**src/verilog/ctm_pkg.sv**
```systemverilog
// package for the compact timer module: register map, fields, types
package ctm_pkg;
// Overview of operation
// - separate interrupt pulses for comparator A match and comparator P match
// - a comparator match can clear the counter and change the output pin
// - external count clock advances on rising or falling edge, selectable
// - compare-match mode drives output high, low or toggles on match
// - the same output pin carries the PWM waveform in PWM mode when output action is high or toggle
// - low bytes reach software only through one shared 8-bit holding buffer
// - compare write: low byte fills buffer, high byte write copies buffer down
// - 16-bit read: high byte read captures low byte into buffer, low returns it
// - three modes: compare-match output, timer/counter, PWM output
// - core is a 16-bit up-counter on internal or external count clock
// - comparator P checks top eight counter bits, comparator A all sixteen
// - software cannot load the counter; run-enable rising edge clears it
// - counter clears on overflow or selected comparator match, raising interrupt
// - counter pair read-only; compare A pair readable and writable
// - pause bit holds counter value; clearing resumes from held value
// - clock select: sys/4, sys, high/16, high/64, sub, sub, ext rise, ext fall
// - run-enable rise clears counter and restores output level; fall holds value
// - mode field: 00 compare, 10 PWM, 11 timer, 01 undefined
// - output action on A match: none, low, high, toggle
// - clear source select: 0 comparator P match, 1 comparator A match

  // register addresses
  localparam logic [2:0] CTM_ADDR_CTRL0 = 3'h0;
  localparam logic [2:0] CTM_ADDR_CTRL1 = 3'h1;
  localparam logic [2:0] CTM_ADDR_CNTL  = 3'h2;
  localparam logic [2:0] CTM_ADDR_CNTH  = 3'h3;
  localparam logic [2:0] CTM_ADDR_CMPAL = 3'h4;
  localparam logic [2:0] CTM_ADDR_CMPAH = 3'h5;
  localparam logic [2:0] CTM_ADDR_CMPP  = 3'h6;

  // control register zero fields
  localparam int CTM_C0_PAUSE = 7;
  localparam int CTM_C0_CKSEL = 4;
  localparam int CTM_C0_RUN   = 3;
  localparam logic [7:0] CTM_C0_MASK  = 8'hF8;
  localparam logic [7:0] CTM_C0_RESET = 8'h00;
  localparam logic [7:0] CTM_C1_RESET = 8'h00;
  localparam logic [7:0] CTM_CMP_RESET = 8'h00;

  // control register one fields
  localparam int CTM_C1_MODE  = 6;
  localparam int CTM_C1_ACT   = 4;
  localparam int CTM_C1_INIT  = 3;
  localparam int CTM_C1_POL   = 2;
  localparam int CTM_C1_DPX   = 1;
  localparam int CTM_C1_CCLR  = 0;

  // clock prescale ratios
  localparam int CTM_DIV_SYS4  = 4;
  localparam int CTM_DIV_HI16  = 16;
  localparam int CTM_DIV_HI64  = 64;

  // clock select codes
  localparam logic [2:0] CTM_CK_SYS4  = 3'h0;
  localparam logic [2:0] CTM_CK_SYS   = 3'h1;
  localparam logic [2:0] CTM_CK_HI16  = 3'h2;
  localparam logic [2:0] CTM_CK_HI64  = 3'h3;
  localparam logic [2:0] CTM_CK_SUB0  = 3'h4;
  localparam logic [2:0] CTM_CK_SUB1  = 3'h5;
  localparam logic [2:0] CTM_CK_EXTR  = 3'h6;
  localparam logic [2:0] CTM_CK_EXTF  = 3'h7;

  // operating modes
  localparam logic [1:0] CTM_MODE_CMP = 2'h0;
  localparam logic [1:0] CTM_MODE_PWM = 2'h2;
  localparam logic [1:0] CTM_MODE_TMR = 2'h3;

  // output actions
  localparam logic [1:0] CTM_ACT_NONE = 2'h0;
  localparam logic [1:0] CTM_ACT_LOW  = 2'h1;
  localparam logic [1:0] CTM_ACT_HIGH = 2'h2;
  localparam logic [1:0] CTM_ACT_TOG  = 2'h3;

  // register bus request
  typedef struct packed {
    logic [2:0] addr;
    logic [7:0] wdata;
    logic       wr;
    logic       rd;
  } ctm_bus_s;

  // comparator events
  typedef struct packed {
    logic match_a;
    logic match_p;
    logic overflow;
  } ctm_evt_s;
endpackage : ctm_pkg

```
**src/verilog/ctm_pin_sync.sv**
```systemverilog
// three-stage synchroniser with edge detection for the external count pin
`timescale 1ns/100ps
`default_nettype none
module ctm_pin_sync
  import ctm_pkg::*;
(
  input  wire logic sys_clk,
  input  wire logic sys_rst,
  input  wire logic clk_en,
  input  wire logic pin_in,
  output logic      rise,
  output logic      fall
);
  logic [2:0] stage;
  logic       level;

  // shift chain; stage[0] feeds only stage[1]
  always_ff @(posedge sys_clk) begin
    if (sys_rst) begin
      stage <= 3'h0;
    end else if (clk_en) begin
      stage <= {stage[1:0], pin_in};
    end
  end

  // accepted level changes once second and third stages agree
  always_ff @(posedge sys_clk) begin
    if (sys_rst) begin
      level <= 1'b0;
    end else if (clk_en && (stage[1] == stage[2])) begin
      level <= stage[2];
    end
  end

  // one pulse per accepted edge
  assign rise = clk_en && (stage[1] == stage[2]) && stage[2] && !level;
  assign fall = clk_en && (stage[1] == stage[2]) && !stage[2] && level;
endmodule : ctm_pin_sync
`default_nettype wire

```
**src/verilog/ctm_prescaler.sv**
```systemverilog
// count-clock tick generator from internal clock ratios
`timescale 1ns/100ps
`default_nettype none
module ctm_prescaler
  import ctm_pkg::*;
(
  input  wire logic       sys_clk,
  input  wire logic       sys_rst,
  input  wire logic       clk_en,
  input  wire logic       high_internal_clock,
  input  wire logic       sub_clock,
  output logic            tick_sys4,
  output logic            tick_hi16,
  output logic            tick_hi64
);
  logic [1:0] cnt_sys;
  logic [5:0] cnt_hi;

  // system divide by four
  always_ff @(posedge sys_clk) begin
    if (sys_rst) begin
      cnt_sys <= 2'h0;
    end else if (clk_en) begin
      cnt_sys <= cnt_sys + 2'h1;
    end
  end

  // high clock divide counter, advanced by the high clock enable
  always_ff @(posedge sys_clk) begin
    if (sys_rst) begin
      cnt_hi <= 6'h00;
    end else if (clk_en && high_internal_clock) begin
      cnt_hi <= cnt_hi + 6'h01;
    end
  end

  assign tick_sys4 = clk_en && (cnt_sys == 2'(CTM_DIV_SYS4 - 1));
  assign tick_hi16 = clk_en && high_internal_clock && (cnt_hi[3:0] == 4'(CTM_DIV_HI16 - 1));
  assign tick_hi64 = clk_en && high_internal_clock && (cnt_hi == 6'(CTM_DIV_HI64 - 1));
endmodule : ctm_prescaler
`default_nettype wire

```
**src/verilog/ctm_timer.sv**
```systemverilog
// compact 16-bit timer: counter, comparators, output pin, byte registers
`timescale 1ns/100ps
`default_nettype none
module ctm_timer
  import ctm_pkg::*;
(
  input  wire logic       sys_clk,
  input  wire logic       sys_rst,
  input  wire logic       clk_en,
  input  wire logic [2:0] bus_addr,
  input  wire logic [7:0] bus_wdata,
  input  wire logic       bus_wr,
  input  wire logic       bus_rd,
  output logic      [7:0] bus_rdata,
  input  wire logic       high_internal_clock,
  input  wire logic       sub_clock,
  input  wire logic       ext_count_clock_pin,
  output logic            timer_output_pin,
  output logic            irq_match_a,
  output logic            irq_match_p
);
  ctm_bus_s   bus;
  ctm_evt_s   evt;
  logic [7:0] timer_control_zero;
  logic [7:0] timer_control_one;
  logic [7:0] compare_a_high;
  logic [7:0] compare_a_low;
  logic [7:0] compare_p_value;
  logic [7:0] hold_buf;
  logic [15:0] counter;
  logic        run_q;
  logic        out_lvl;
  logic        tick;
  logic        tick_sys4;
  logic        tick_hi16;
  logic        tick_hi64;
  logic        sub_q;
  logic        ext_rise;
  logic        ext_fall;
  logic        run_rise;
  logic [15:0] compare_a_value;
  logic [15:0] next_counter;

  assign bus = '{addr: bus_addr, wdata: bus_wdata, wr: bus_wr, rd: bus_rd};
  assign compare_a_value = {compare_a_high, compare_a_low};

  // field decodes
  wire       counter_run_enable    = timer_control_zero[CTM_C0_RUN];
  wire       count_pause           = timer_control_zero[CTM_C0_PAUSE];
  wire [2:0] count_clock_select    = timer_control_zero[CTM_C0_CKSEL +: 3];
  wire [1:0] operating_mode_select = timer_control_one[CTM_C1_MODE +: 2];
  wire [1:0] output_action_select  = timer_control_one[CTM_C1_ACT +: 2];
  wire       output_initial_level  = timer_control_one[CTM_C1_INIT];
  wire       output_polarity       = timer_control_one[CTM_C1_POL];
  wire       duty_period_swap      = timer_control_one[CTM_C1_DPX];
  wire       clear_source_select   = timer_control_one[CTM_C1_CCLR];

  ctm_prescaler u_presc (
    .sys_clk             (sys_clk),
    .sys_rst             (sys_rst),
    .clk_en              (clk_en),
    .high_internal_clock (high_internal_clock),
    .sub_clock           (sub_clock),
    .tick_sys4           (tick_sys4),
    .tick_hi16           (tick_hi16),
    .tick_hi64           (tick_hi64)
  );

  ctm_pin_sync u_ext (
    .sys_clk (sys_clk),
    .sys_rst (sys_rst),
    .clk_en  (clk_en),
    .pin_in  (ext_count_clock_pin),
    .rise    (ext_rise),
    .fall    (ext_fall)
  );

  // sub clock is a same-domain enable level; count on its rising edge
  always_ff @(posedge sys_clk) begin
    if (sys_rst) begin
      sub_q <= 1'b0;
    end else if (clk_en) begin
      sub_q <= sub_clock;
    end
  end

  // count clock selection
  always_comb begin
    unique case (count_clock_select)
      CTM_CK_SYS4: tick = tick_sys4;
      CTM_CK_SYS:  tick = clk_en;
      CTM_CK_HI16: tick = tick_hi16;
      CTM_CK_HI64: tick = tick_hi64;
      CTM_CK_SUB0,
      CTM_CK_SUB1: tick = clk_en && sub_clock && !sub_q;
      CTM_CK_EXTR: tick = ext_rise;
      CTM_CK_EXTF: tick = ext_fall;
    endcase
  end

  // run-enable edge detect
  always_ff @(posedge sys_clk) begin
    if (sys_rst) begin
      run_q <= 1'b0;
    end else if (clk_en) begin
      run_q <= counter_run_enable;
    end
  end
  assign run_rise = counter_run_enable && !run_q;

  // comparators on the current count
  assign evt = '{match_a:  (counter == compare_a_value),
                 match_p:  (counter[15:8] == compare_p_value),
                 overflow: (counter == 16'hFFFF)};

  // counter next value
  always_comb begin
    next_counter = counter;
    if (run_rise) begin
      next_counter = 16'h0000;
    end else if (counter_run_enable && !count_pause && tick) begin
      if (clear_source_select ? evt.match_a : evt.match_p) begin
        next_counter = 16'h0000;
      end else begin
        next_counter = counter + 16'h0001;
      end
    end
  end

  // counter register; no software load path
  always_ff @(posedge sys_clk) begin
    if (sys_rst) begin
      counter <= 16'h0000;
    end else if (clk_en) begin
      counter <= next_counter;
    end
  end

  // match qualified by an active count tick
  wire cnt_step = clk_en && counter_run_enable && !count_pause && tick;

  // interrupt pulses on matches and overflow
  always_ff @(posedge sys_clk) begin
    if (sys_rst) begin
      irq_match_a <= 1'b0;
      irq_match_p <= 1'b0;
    end else if (clk_en) begin
      irq_match_a <= cnt_step && (evt.match_a || (clear_source_select && evt.overflow));
      irq_match_p <= cnt_step && (evt.match_p || (!clear_source_select && evt.overflow));
    end
  end

  // pwm duty/period selection
  wire [15:0] duty_val   = duty_period_swap ? {compare_p_value, 8'h00} : compare_a_value;
  wire        pwm_active = counter < duty_val;

  // compare-match output level
  always_ff @(posedge sys_clk) begin
    if (sys_rst) begin
      out_lvl <= 1'b0;
    end else if (clk_en) begin
      if (run_rise) begin
        out_lvl <= output_initial_level;
      end else if (cnt_step && evt.match_a) begin
        unique case (output_action_select)
          CTM_ACT_NONE: out_lvl <= out_lvl;
          CTM_ACT_LOW:  out_lvl <= 1'b0;
          CTM_ACT_HIGH: out_lvl <= 1'b1;
          CTM_ACT_TOG:  out_lvl <= !out_lvl;
        endcase
      end
    end
  end

  // output pin by mode, registered
  always_ff @(posedge sys_clk) begin
    if (sys_rst) begin
      timer_output_pin <= 1'b0;
    end else if (clk_en) begin
      unique case (operating_mode_select)
        CTM_MODE_CMP: timer_output_pin <= out_lvl ^ output_polarity;
        CTM_MODE_PWM: begin
          unique case (output_action_select)
            CTM_ACT_NONE: timer_output_pin <= !output_initial_level ^ output_polarity;
            CTM_ACT_LOW:  timer_output_pin <= output_initial_level ^ output_polarity;
            default:      timer_output_pin <=
                            (pwm_active ~^ output_initial_level) ^ output_polarity;
          endcase
        end
        default:      timer_output_pin <= 1'b0;  // timer mode and undefined code
      endcase
    end
  end

  // control registers
  always_ff @(posedge sys_clk) begin
    if (sys_rst) begin
      timer_control_zero <= CTM_C0_RESET;
      timer_control_one  <= CTM_C1_RESET;
    end else if (clk_en && bus.wr) begin
      if (bus.addr == CTM_ADDR_CTRL0) timer_control_zero <= bus.wdata & CTM_C0_MASK;
      if (bus.addr == CTM_ADDR_CTRL1) timer_control_one  <= bus.wdata;
    end
  end

  // compare registers; compare A low byte through the holding buffer, compare P written directly
  always_ff @(posedge sys_clk) begin
    if (sys_rst) begin
      compare_a_low   <= CTM_CMP_RESET;
      compare_a_high  <= CTM_CMP_RESET;
      compare_p_value <= CTM_CMP_RESET;
    end else if (clk_en && bus.wr) begin
      if (bus.addr == CTM_ADDR_CMPAH) begin
        compare_a_high <= bus.wdata;
        compare_a_low  <= hold_buf;
      end
      if (bus.addr == CTM_ADDR_CMPP) compare_p_value <= bus.wdata;
    end
  end

  // shared holding buffer: low write fills, high read captures
  always_ff @(posedge sys_clk) begin
    if (sys_rst) begin
      hold_buf <= 8'h00;
    end else if (clk_en) begin
      if (bus.wr && bus.addr == CTM_ADDR_CMPAL) begin
        hold_buf <= bus.wdata;
      end else if (bus.rd && bus.addr == CTM_ADDR_CNTH) begin
        hold_buf <= counter[7:0];
      end else if (bus.rd && bus.addr == CTM_ADDR_CMPAH) begin
        hold_buf <= compare_a_low;
      end
    end
  end

  // read data, valid the cycle after the strobe; unmapped reads zero
  always_ff @(posedge sys_clk) begin
    if (sys_rst) begin
      bus_rdata <= 8'h00;
    end else if (clk_en) begin
      bus_rdata <= 8'h00;
      if (bus.rd) begin
        unique case (bus.addr)
          CTM_ADDR_CTRL0: bus_rdata <= timer_control_zero;
          CTM_ADDR_CTRL1: bus_rdata <= timer_control_one;
          CTM_ADDR_CNTL,
          CTM_ADDR_CMPAL: bus_rdata <= hold_buf;
          CTM_ADDR_CNTH:  bus_rdata <= counter[15:8];
          CTM_ADDR_CMPAH: bus_rdata <= compare_a_high;
          CTM_ADDR_CMPP:  bus_rdata <= compare_p_value;
          default:        bus_rdata <= 8'h00;
        endcase
      end
    end
  end
endmodule : ctm_timer
`default_nettype wire

```
**config.mk**
```make
export PLATFORM = sky130hd
export DESIGN_NAME = ctm_timer
export DESIGN_NICKNAME = d
export VERILOG_FILES = /design/src/verilog/ctm_pkg.sv /design/src/verilog/ctm_pin_sync.sv /design/src/verilog/ctm_prescaler.sv /design/src/verilog/ctm_timer.sv
export SDC_FILE = /design/constraint.sdc
export NUM_CORES = 1
export LEC_CHECK = 0
export ABC_AREA = 1
export BUFFER_PORTS_ARGS = -buffer_cell sky130_fd_sc_hd__buf_2
export CORE_MARGIN = 2
export CORE_UTILIZATION = 65
export DETAILED_ROUTE_END_ITERATION = 8
export PLACE_DENSITY = 0.92
export RECOVER_POWER = 50
export SYNTH_ARGS = -nofsm -noshare
export SYNTH_HDL_FRONTEND = slang
export SYNTH_HIERARCHICAL = 1
export SYNTH_SLANG_ARGS = --single-unit
```
**constraint.sdc**
```tcl
create_clock -name sys_clk -period 3.3 [get_ports sys_clk]
set_clock_uncertainty 0.15 [all_clocks]
set_input_delay 0.33 -clock sys_clk [delete_from_list [all_inputs] [get_ports sys_clk]]
set_output_delay 0.33 -clock sys_clk [all_outputs]
set_load 0.005 [all_outputs]
```
# == Yosys cells after proc, flatten, opt, wreduce, memory -nomap -nowiden ==
# Cells that the tools add are included.
# word_totals
wordCells,120
register_bits,87
out_inout_bits,11
in_bits,19
# op_classes
bitwise_logic,5
addsub,3
mux,16
magnitude_cmp,1
n_eq_ne,25
reduce_logical,52
# op_table
op,count
two-way mux 16 bit,4
one-hot mux 8 bit (6 select lines),1
two-way mux 8 bit,4
logical AND 1 bit,26
== test 3 bit (second input constant),7
adder 16 x 1 -> 16 bit (second input constant),1
== test 16 bit,1
== test 16 bit (second input constant),1
< comparator 16 bit,1
== test 3 x 2 -> 1 bit (second input constant),4
AND reduction 2 bit,6
== test 2 bit (second input constant),4
== test 8 bit,1
zero test 1 bit,8
one-hot mux 1 bit (7 select lines),1
adder 6 x 1 -> 6 bit (second input constant),1
== test 3 x 1 -> 1 bit (second input constant),2
== test 6 bit (second input constant),1
zero test 3 bit,2
== test 4 bit (second input constant),1
zero test 2 bit,2
one-hot mux 1 bit (2 select lines),2
nonzero test 2 bit,2
OR reduction 2 bit,2
other kinds (11),17

# == Longest topological paths before layout ==
# Gate-level depths: netlist of run 1.
# depth
word_depth,9
depth_mapped,19
mapped_depth_nobuf,18

# == Hierarchy ==
# Netlist of run 1, hierarchy kept.
# modules_own_cells
mod,cells_per_inst,n_inst,seq_area_each_um2,area_per_inst_um2
ctm_timer,619,1,1501.4,4324.1
ctm_prescaler,53,1,160.2,382.9
ctm_pin_sync,23,1,80.1,175.2

# == Worst setup path before layout of run 1 ==
# No wires, ideal clock.
# synth_path
path_kind,reg-to-reg
startpoint,reg u_presc.cnt_hi[1]
endpoint,reg counter[14]
required_time_ns,3.064
stages_incl_launch_ff,17
t_arrival_ns,1.911
path_buffers,1
period_less_slack_ns,2.147
path_slack_ns,1.153
setup_time_ns,0.086
path_cell_list,dfxtp_1 ha_1 nand3_1 nor2_4 nand2_1 nor2_1 nand2_1 nand3_1 nand2_1 nand2_1 nand3_2 nand2_2 buf_6 nand4_4 nor2_4 nand3_2 a221oi_2
# synth_via
elab_chain_cells,6
elab_cells_between_ends,8
classes_between,2 x eq/ne; 1 x mux; 5 x reduce/logical
# synth_rtl
element,line_no,rtl
from (decl),ctm_prescaler.sv:17,logic [5:0] cnt_hi;
from (signal assigned),ctm_prescaler.sv:33,cnt_hi <= cnt_hi + 6'h01;
== test 4 bit,ctm_prescaler.sv:38,assign tick_hi16 = clk_en && high_internal_clock && (cnt_hi[3:0] == 4'(CTM_DIV_HI16 - 1));
logical AND 1 bit,ctm_prescaler.sv:38,
net tick_hi16,ctm_timer.sv:35,logic tick_hi16;
one-hot mux 1 bit (7 select lines),ctm_timer.sv:89,unique case (count_clock_select)
logical AND 1 bit,ctm_timer.sv:121,end else if (counter_run_enable && !count_pause && tick) begin
nonzero test 2 bit (no source line),-,
AND reduction 2 bit (no source line),-,
to (signal assigned),ctm_timer.sv:135,counter <= next_counter;
to (decl),ctm_timer.sv:30,logic [15:0] counter;
# The timed path passes the listed nets, and every way through them passes these cells.
# A chain may end at the register's enable or synchronous reset.

# == Worst setup path in the final report of run 1 ==
# layout_path
startpoint,in clk_en
endpoint,reg counter[15]
# layout_via
elab_chain_cells,7
elab_cells_between_ends,15
classes_between,1 x mux; 14 x reduce/logical
# layout_rtl
element,line_no,rtl
from (decl),ctm_timer.sv:9,"input wire logic clk_en,"
logical AND 1 bit (3 in series),ctm_pin_sync.sv:37,assign fall = clk_en && (stage[1] == stage[2]) && !stage[2] && level;
net ext_fall,ctm_timer.sv:39,logic ext_fall;
one-hot mux 1 bit (7 select lines),ctm_timer.sv:89,
logical AND 1 bit,ctm_timer.sv:121,
nonzero test 2 bit (no source line),-,
AND reduction 2 bit (no source line),-,
# The timed path passes the listed nets, and every way through them passes these cells.

==> results.toml, run 1 <==
[logic_synthesis]
syn-mean-instance-area_um2 = 7.02
combinational_family_with_the_most_area_after_synthesis = "simple AND/OR/NAND/NOR gates"
synth_xor_area_share_pct = 2.69
synth.mux.area_fraction_pct = 0
synth_warnings = 6
synth.ff_latch_count = 87
area_share_of_fa_ha_maj_cells_after_synthesis_pct = 4.61
seq_area_frac_synth_pct = 35.7
syn-instance-count = 695
synthSimpleGateAreaFrac_pct = 26.6
synth_compound_gate_area_share_pct = 21.5
synth_fp_nets = 732
netlist_area_um2 = 4880
synth_cell_types = 45

[timing]
setup_viol = 0
slew_viol_final = 0
tightest_pin_transition_ns = 1.36
achievable-frequency_mhz = 356
grt_setup_unrepaired = "no"
post-route-period-util_pct = 85.0
final_tns_setup_ns = 0
maxSlewHeadroom_pct = 9.28
report.final.hold_viol_count = 0
final.min_clock_period_ns = 2.81

[power_and_ir_drop]
netSwitchingFraction_pct = 28.3
ir_worst_vdd_uv = 274
internal_power_of_the_cells_mw = 1.50
leakagePower_nw = 2.13
clockPowerShare_pct = 37.5
power_frac_seq_pct = 52.3
power.density_cell_area_nw_per_um2 = 398
power.net_switching_uw = 592
comb_power_share_pct = 10.2
design_power_total_mw = 2.09

[worst_setup_path]
crit_required_ns = 3.44
crit-reg2reg-capture = "counter[15]"
worst_setup_path_start_kind = "input pin"
worst-r2r-setup-slack_ns = 0.67
worst_r2r_path_depth = 17
cp_max_fo = 18
timing.rr.start = "u_presc/cnt_hi[1]"
cp.arrival_ns = 2.95
worst_setup_path_end_kind = "register"
critPathKind = "input pin to register"

[grt]
maximum_number_of_pins_on_one_net_before_global_route_repair = 29
grt_antenna_before_repair = 0
grt-ovfl-total = 0
grt_first_pass_wirelength_um = 22400
grt_pass1_vias = 4676
track_usage_pct = 33.9

[clock_network]
worst_skew_pair.late_latency_ns = 0.37
max-clock-path-buffers = 2
clockRootBuffer = "clkbuf_8"
cts_buffers = 9
cts_tree = "built"
ctsResizeCount = 0
clkSlewWorstSetupHoldPaths_ns = 0.10
cts_setup_buffers = 0
cts.hold.buffers_added = 0
cts.htree.levels = 3
clock-sinks = 87

[routing]
drt_first_pass_iters = 6
drc_errors = 0
via_count = 4928
antenna_violating_nets_post_route = 0
finalWirelength_um = 13600
viasPerCell = 5.99
route.detailed.wl_per_inst_um = 16.5
initialDrtViolationCount = 517

[min_path]
worstHoldPathType = "input pin to register"
worstHoldStart = "ext_count_clock_pin"
hold_end = "u_ext/stage[0]"
hold-path-cell-count = 3

[placed_design]
place.detailed.hpwl_um = 9930
post-place-cells = 807
detailed_place.area_um2 = 5080
buffer_ports.inserted = 29
gpl.final_weighted_congestion = 0.997

[finish]
multi_input_comb_area_um2 = 2700
final_design_area_no_fill_um2 = 5260
sequential_cell_area_um2 = 1740
drive_above_1_share_pct = 11.6
number_of_inserted_diodes = 0
layoutNonFillerInstCount = 823
flow.area_growth_from_synthesis_pct = 7.79
nets = 756
n_fill_cell = 600
postLayoutCoreUtil_pct = 72.6

[die]
design.core.area_um2 = 7250
floorplan.io_pins = 30
die_area_um2 = 8220
fp.dieH_um = 90.7
core.rowCount = 31
floorplan.initialDensity_pct = 67.3
floorplan.die.width_um = 90.7

[flow_run]
maxCapViolCount = 0

[run_status]
status = "completed"
==> synthesized netlist by cell type, drive strengths merged <==
library cell	n	share of area, %
o2111ai	2	0.36
ha	18	4.6
nand3b	1	0.15
o22ai	6	0.77
o211ai	9	1.7
dfxtp	87	36
a21oi	79	8.1
nor3b	1	0.26
clkbuf	13	1.0
xnor2	4	0.72
a211oi	9	1.7
nand2	136	11
xor2	11	2.0
nor2	80	6.9
or2	2	0.26
a31oi	3	0.38
o21a	1	0.15
inv	87	6.7
o21ai	66	6.8
o31ai	1	0.15
a221oi	5	1.0
nor3	21	2.7
o221ai	2	0.36
nand4	7	1.2
nor4	3	0.38
buf	8	1.2
nand3	33	3.9
==> power by group through the flow <==
stage	combinational [mW]	sequential [mW]	clock [mW]
2_1_floorplan	0.143	1.11	0
3_3_place_gp	0.200	1.12	0
3_5_place_dp	0.208	1.12	0
4_1_cts	0.210	1.09	0.781
5_1_grt	0.235	1.10	0.822
6_report	0.214	1.09	0.784
==> layer usage <==
| layer | track usage [%] | vias up | routed length [µm] | part of all wire (%) |
|---|---|---|---|---|
| li1 | - | 2371 | - | - |
| met1 | 42.9 | 2268 | 5420 | 40 |
| met2 | 57.3 | 242 | 6530 | 48 |
| met3 | 6.18 | 47 | 1200 | 8.8 |
| met4 | 12.8 | 0 | 474 | 3.5 |
| met5 | 0 | - | 0 | 0 |
==> layout by cell type, fill, tap and decap left out, types with 2 or more instances in the layout <==
cell	instances
nand3_2	5
xnor2_1	4
nor2_2	5
inv_6	2
inv_2	14
o221ai_1	2
nor2_4	3
nand3_1	28
nor3_2	2
a211oi_1	6
a31oi_1	3
xor2_1	11
o21ai_0	57
a21oi_1	79
nand2_1	131
a211oi_2	3
a221oi_1	4
nand4_1	6
dfxtp_1	87
ha_1	18
o2111ai_1	2
nor2_1	72
o21ai_1	8
nand2_2	3
clkbuf_8	9
o211ai_1	8
buf_4	3
clkbuf_1	10
o22ai_1	6
buf_2	21
nor4_1	3
nand2_4	2
nor3_1	18
inv_1	73
==> per-stage QoR <==
stage | setup WS [ns] | hold WS, ns
6_report | 0.494 | 0.0637
5_1_grt | 0.226 | 0.0711
4_1_cts | 0.702 | 0.0522
3_5_place_dp | 0.645 | 0.303
3_3_place_gp | 0.729 | 0.298
2_1_floorplan | 1.15 | 0.249
==> cells by family after synthesis <==
logic type	Yosys count
flops	87
compound gates	183
simple gates	284
buf+inv	108
xor+xnor	15
fa+ha+maj	18
==> registers in the layout (all words and copies together) (netlist names) <==
signal / cells
counter: 16
bus_rdata: 8
compare_a_high: 8
compare_a_low: 8
compare_p_value: 8
hold_buf: 8
timer_control_one: 8
u_presc/cnt_hi: 6
timer_control_zero: 5
u_ext/stage: 3
u_presc/cnt_sys: 2
irq_match_a: 1
irq_match_p: 1
out_lvl: 1
run_q: 1
sub_q: 1
timer_output_pin: 1
u_ext/level: 1
==> area by class of cell <==
cell class | count | share of cell area (%)
clock buffer | 9 | 2.35
clock inverter | 7 | 1.52
inverter | 87 | 6.21
multi-input combinational | 500 | 51.3
sequential | 87 | 33.1
tap | 99 | 2.35
timing repair buffer | 34 | 3.14
==> worst max-delay path, stage by stage <==
cell,delay [ns]
buf_2,0.22
clkbuf_1,0.66
nand3_2,0.17
nor3b_2,0.18
nand2_1,0.07
nand3_1,0.08
nand2_1,0.05
nand2_1,0.06
nand3_2,0.10
nand2_2,0.24
nand3_2,0.15
nor2_2,0.16
nand3_2,0.10
nor2_1,0.11
nor2_1,0.06
a211oi_2,0.19
==> worst max path at each step <==
stage / depth (start not counted) / slack, ns / from / end
detailed placement: 16 / 0.64 / clk_en / counter[15]
floorplan: 16 / 1.15 / u_presc/cnt_hi[1] / counter[14]
finish: 16 / 0.49 / clk_en / counter[15]
CTS: 17 / 0.70 / u_presc/cnt_hi[1] / counter[15]
global route: 16 / 0.23 / clk_en / counter[13]
global placement: 16 / 0.73 / clk_en / counter[15]
Power figures use the tool's default switching activity.
==> run 2, diff against run 1 <==
--- a/config.mk
+++ b/config.mk
@@ -10,6 +10,7 @@
 export CORE_MARGIN = 2
 export CORE_UTILIZATION = 65
 export DETAILED_ROUTE_END_ITERATION = 8
+export MAX_ROUTING_LAYER = met4
 export PLACE_DENSITY = 0.92
 export RECOVER_POWER = 50
 export SYNTH_ARGS = -nofsm -noshare
==> run 2 against run 1 <==
- total power down 1.5%
- critical endpoint is now timer_control_one[1]
- sequential power about the same
- setup slack better by 0.025 ns
- largest power group unchanged
==> results.toml, run 2 (same netlist as run 1, synthesis figures left out) <==
[run_status]
status = "completed"

[clock_network]
cts_buffers = 9
clock-sinks = 87
clkSlewWorstSetupHoldPaths_ns = 0.10
cts_tree = "built"
max-clock-path-buffers = 2
cts_setup_buffers = 0
cts.htree.levels = 3
clockRootBuffer = "clkbuf_8"
cts.hold.buffers_added = 0
worst_skew_pair.late_latency_ns = 0.37
ctsResizeCount = 0

[worst_setup_path]
crit_required_ns = 3.39
cp_max_fo = 29
critPathKind = "input pin to register"
cp.arrival_ns = 2.87
worst_setup_path_start_kind = "input pin"
worst_setup_path_end_kind = "register"

[timing]
grt_setup_unrepaired = "no"
post-route-period-util_pct = 84.3
final_tns_setup_ns = 0
achievable-frequency_mhz = 360
final.min_clock_period_ns = 2.78
setup_viol = 0
tightest_pin_transition_ns = 1.45
maxSlewHeadroom_pct = 3.38
report.final.hold_viol_count = 0
slew_viol_final = 0

[routing]
drt_first_pass_iters = 6
finalWirelength_um = 13500
initialDrtViolationCount = 510
via_count = 4901
drc_errors = 0
viasPerCell = 5.96
route.detailed.wl_per_inst_um = 16.4
antenna_violating_nets_post_route = 0

[grt]
maximum_number_of_pins_on_one_net_before_global_route_repair = 30
grt-ovfl-total = 0
grt_antenna_before_repair = 0
grt_pass1_vias = 4558
grt_first_pass_wirelength_um = 22200
track_usage_pct = 34.5

[die]
fp.dieH_um = 90.7
core.rowCount = 31
die_area_um2 = 8220
floorplan.io_pins = 30
design.core.area_um2 = 7250
floorplan.die.width_um = 90.7
floorplan.initialDensity_pct = 67.3

[power_and_ir_drop]
leakagePower_nw = 2.13
power.density_cell_area_nw_per_um2 = 392
ir_worst_vdd_uv = 313

[flow_run]
maxCapViolCount = 0

[placed_design]
detailed_place.area_um2 = 5080
gpl.final_weighted_congestion = 1.07
place.detailed.hpwl_um = 10100
buffer_ports.inserted = 29

[finish]
largest-register = "counter"
final_cell_mix = "131 x nand2_1, 87 x dfxtp_1, 79 x a21oi_1"
largest_register_ffs = 16
n_fill_cell = 623
number_of_inserted_diodes = 0
final_design_area_no_fill_um2 = 5260
flow.area_growth_from_synthesis_pct = 7.71
final_common_cell = "nand2_1"
nets = 756
drive_above_1_share_pct = 11.9

[min_path]
worstHoldPathType = "input pin to register"
run 2: power breakdown:
part | internal (mW) | switching [mW] | total (mW)
logic | 0.0667 | 0.147 | 0.214
clock network | 0.299 | 0.452 | 0.751
registers | 1.07 | 0.0219 | 1.10
total | 1.44 | 0.621 | 2.06
run 2: final timing paths:
path / from / to / slack [ns] / cells after the start
min: ext_count_clock_pin / u_ext/stage[0] / 0.06 / 3
min reg2reg: bus_rdata[6] / bus_rdata[6] / 0.32 / 2
max reg2reg: timer_control_one[1] / timer_output_pin / 0.60 / 15
max: sys_rst / timer_control_one[1] / 0.52 / 6
run 2: critical path, stage by stage:
cell and delay [ns]:
buf_2 0.07, clkbuf_1 1.05, inv_1 0.66, clkbuf_2 0.46
o21ai_0 0.22, a21oi_1 0.07
run 2: final cells by class:
class	instances	area [µm²]	share of cell area, %
tap	99	124	2.36
clock buffer	9	124	2.36
timing repair buffer	34	166	3.16
inverter	87	327	6.21
clock inverter	7	70.1	1.33
multi-input combinational	500	2710	51.5
sequential	87	1740	33.1
run 2: routing by layer:
| layer | routed length [µm] | GRT usage, % |
|---|---|---|
| met5 | 0 | - |
| met1 | 5480 | 45.0 |
| met3 | 1260 | 6.43 |
| met4 | 384 | 13.1 |
| met2 | 6350 | 53.5 |
run 2: per-stage QoR:
stage	hold slack (ns)	util (%)	instances	power [mW]	setup WS (ns)
2_1_floorplan	0.249	-	695	1.25	1.15
3_3_place_gp	0.301	70.1	807	1.32	0.783
3_5_place_dp	0.305	70.1	807	1.33	0.671
4_1_cts	0.0582	72.7	823	2.05	0.687
5_1_grt	0.0915	72.5	823	2.12	0.220
6_report	0.0601	72.5	823	2.06	0.519
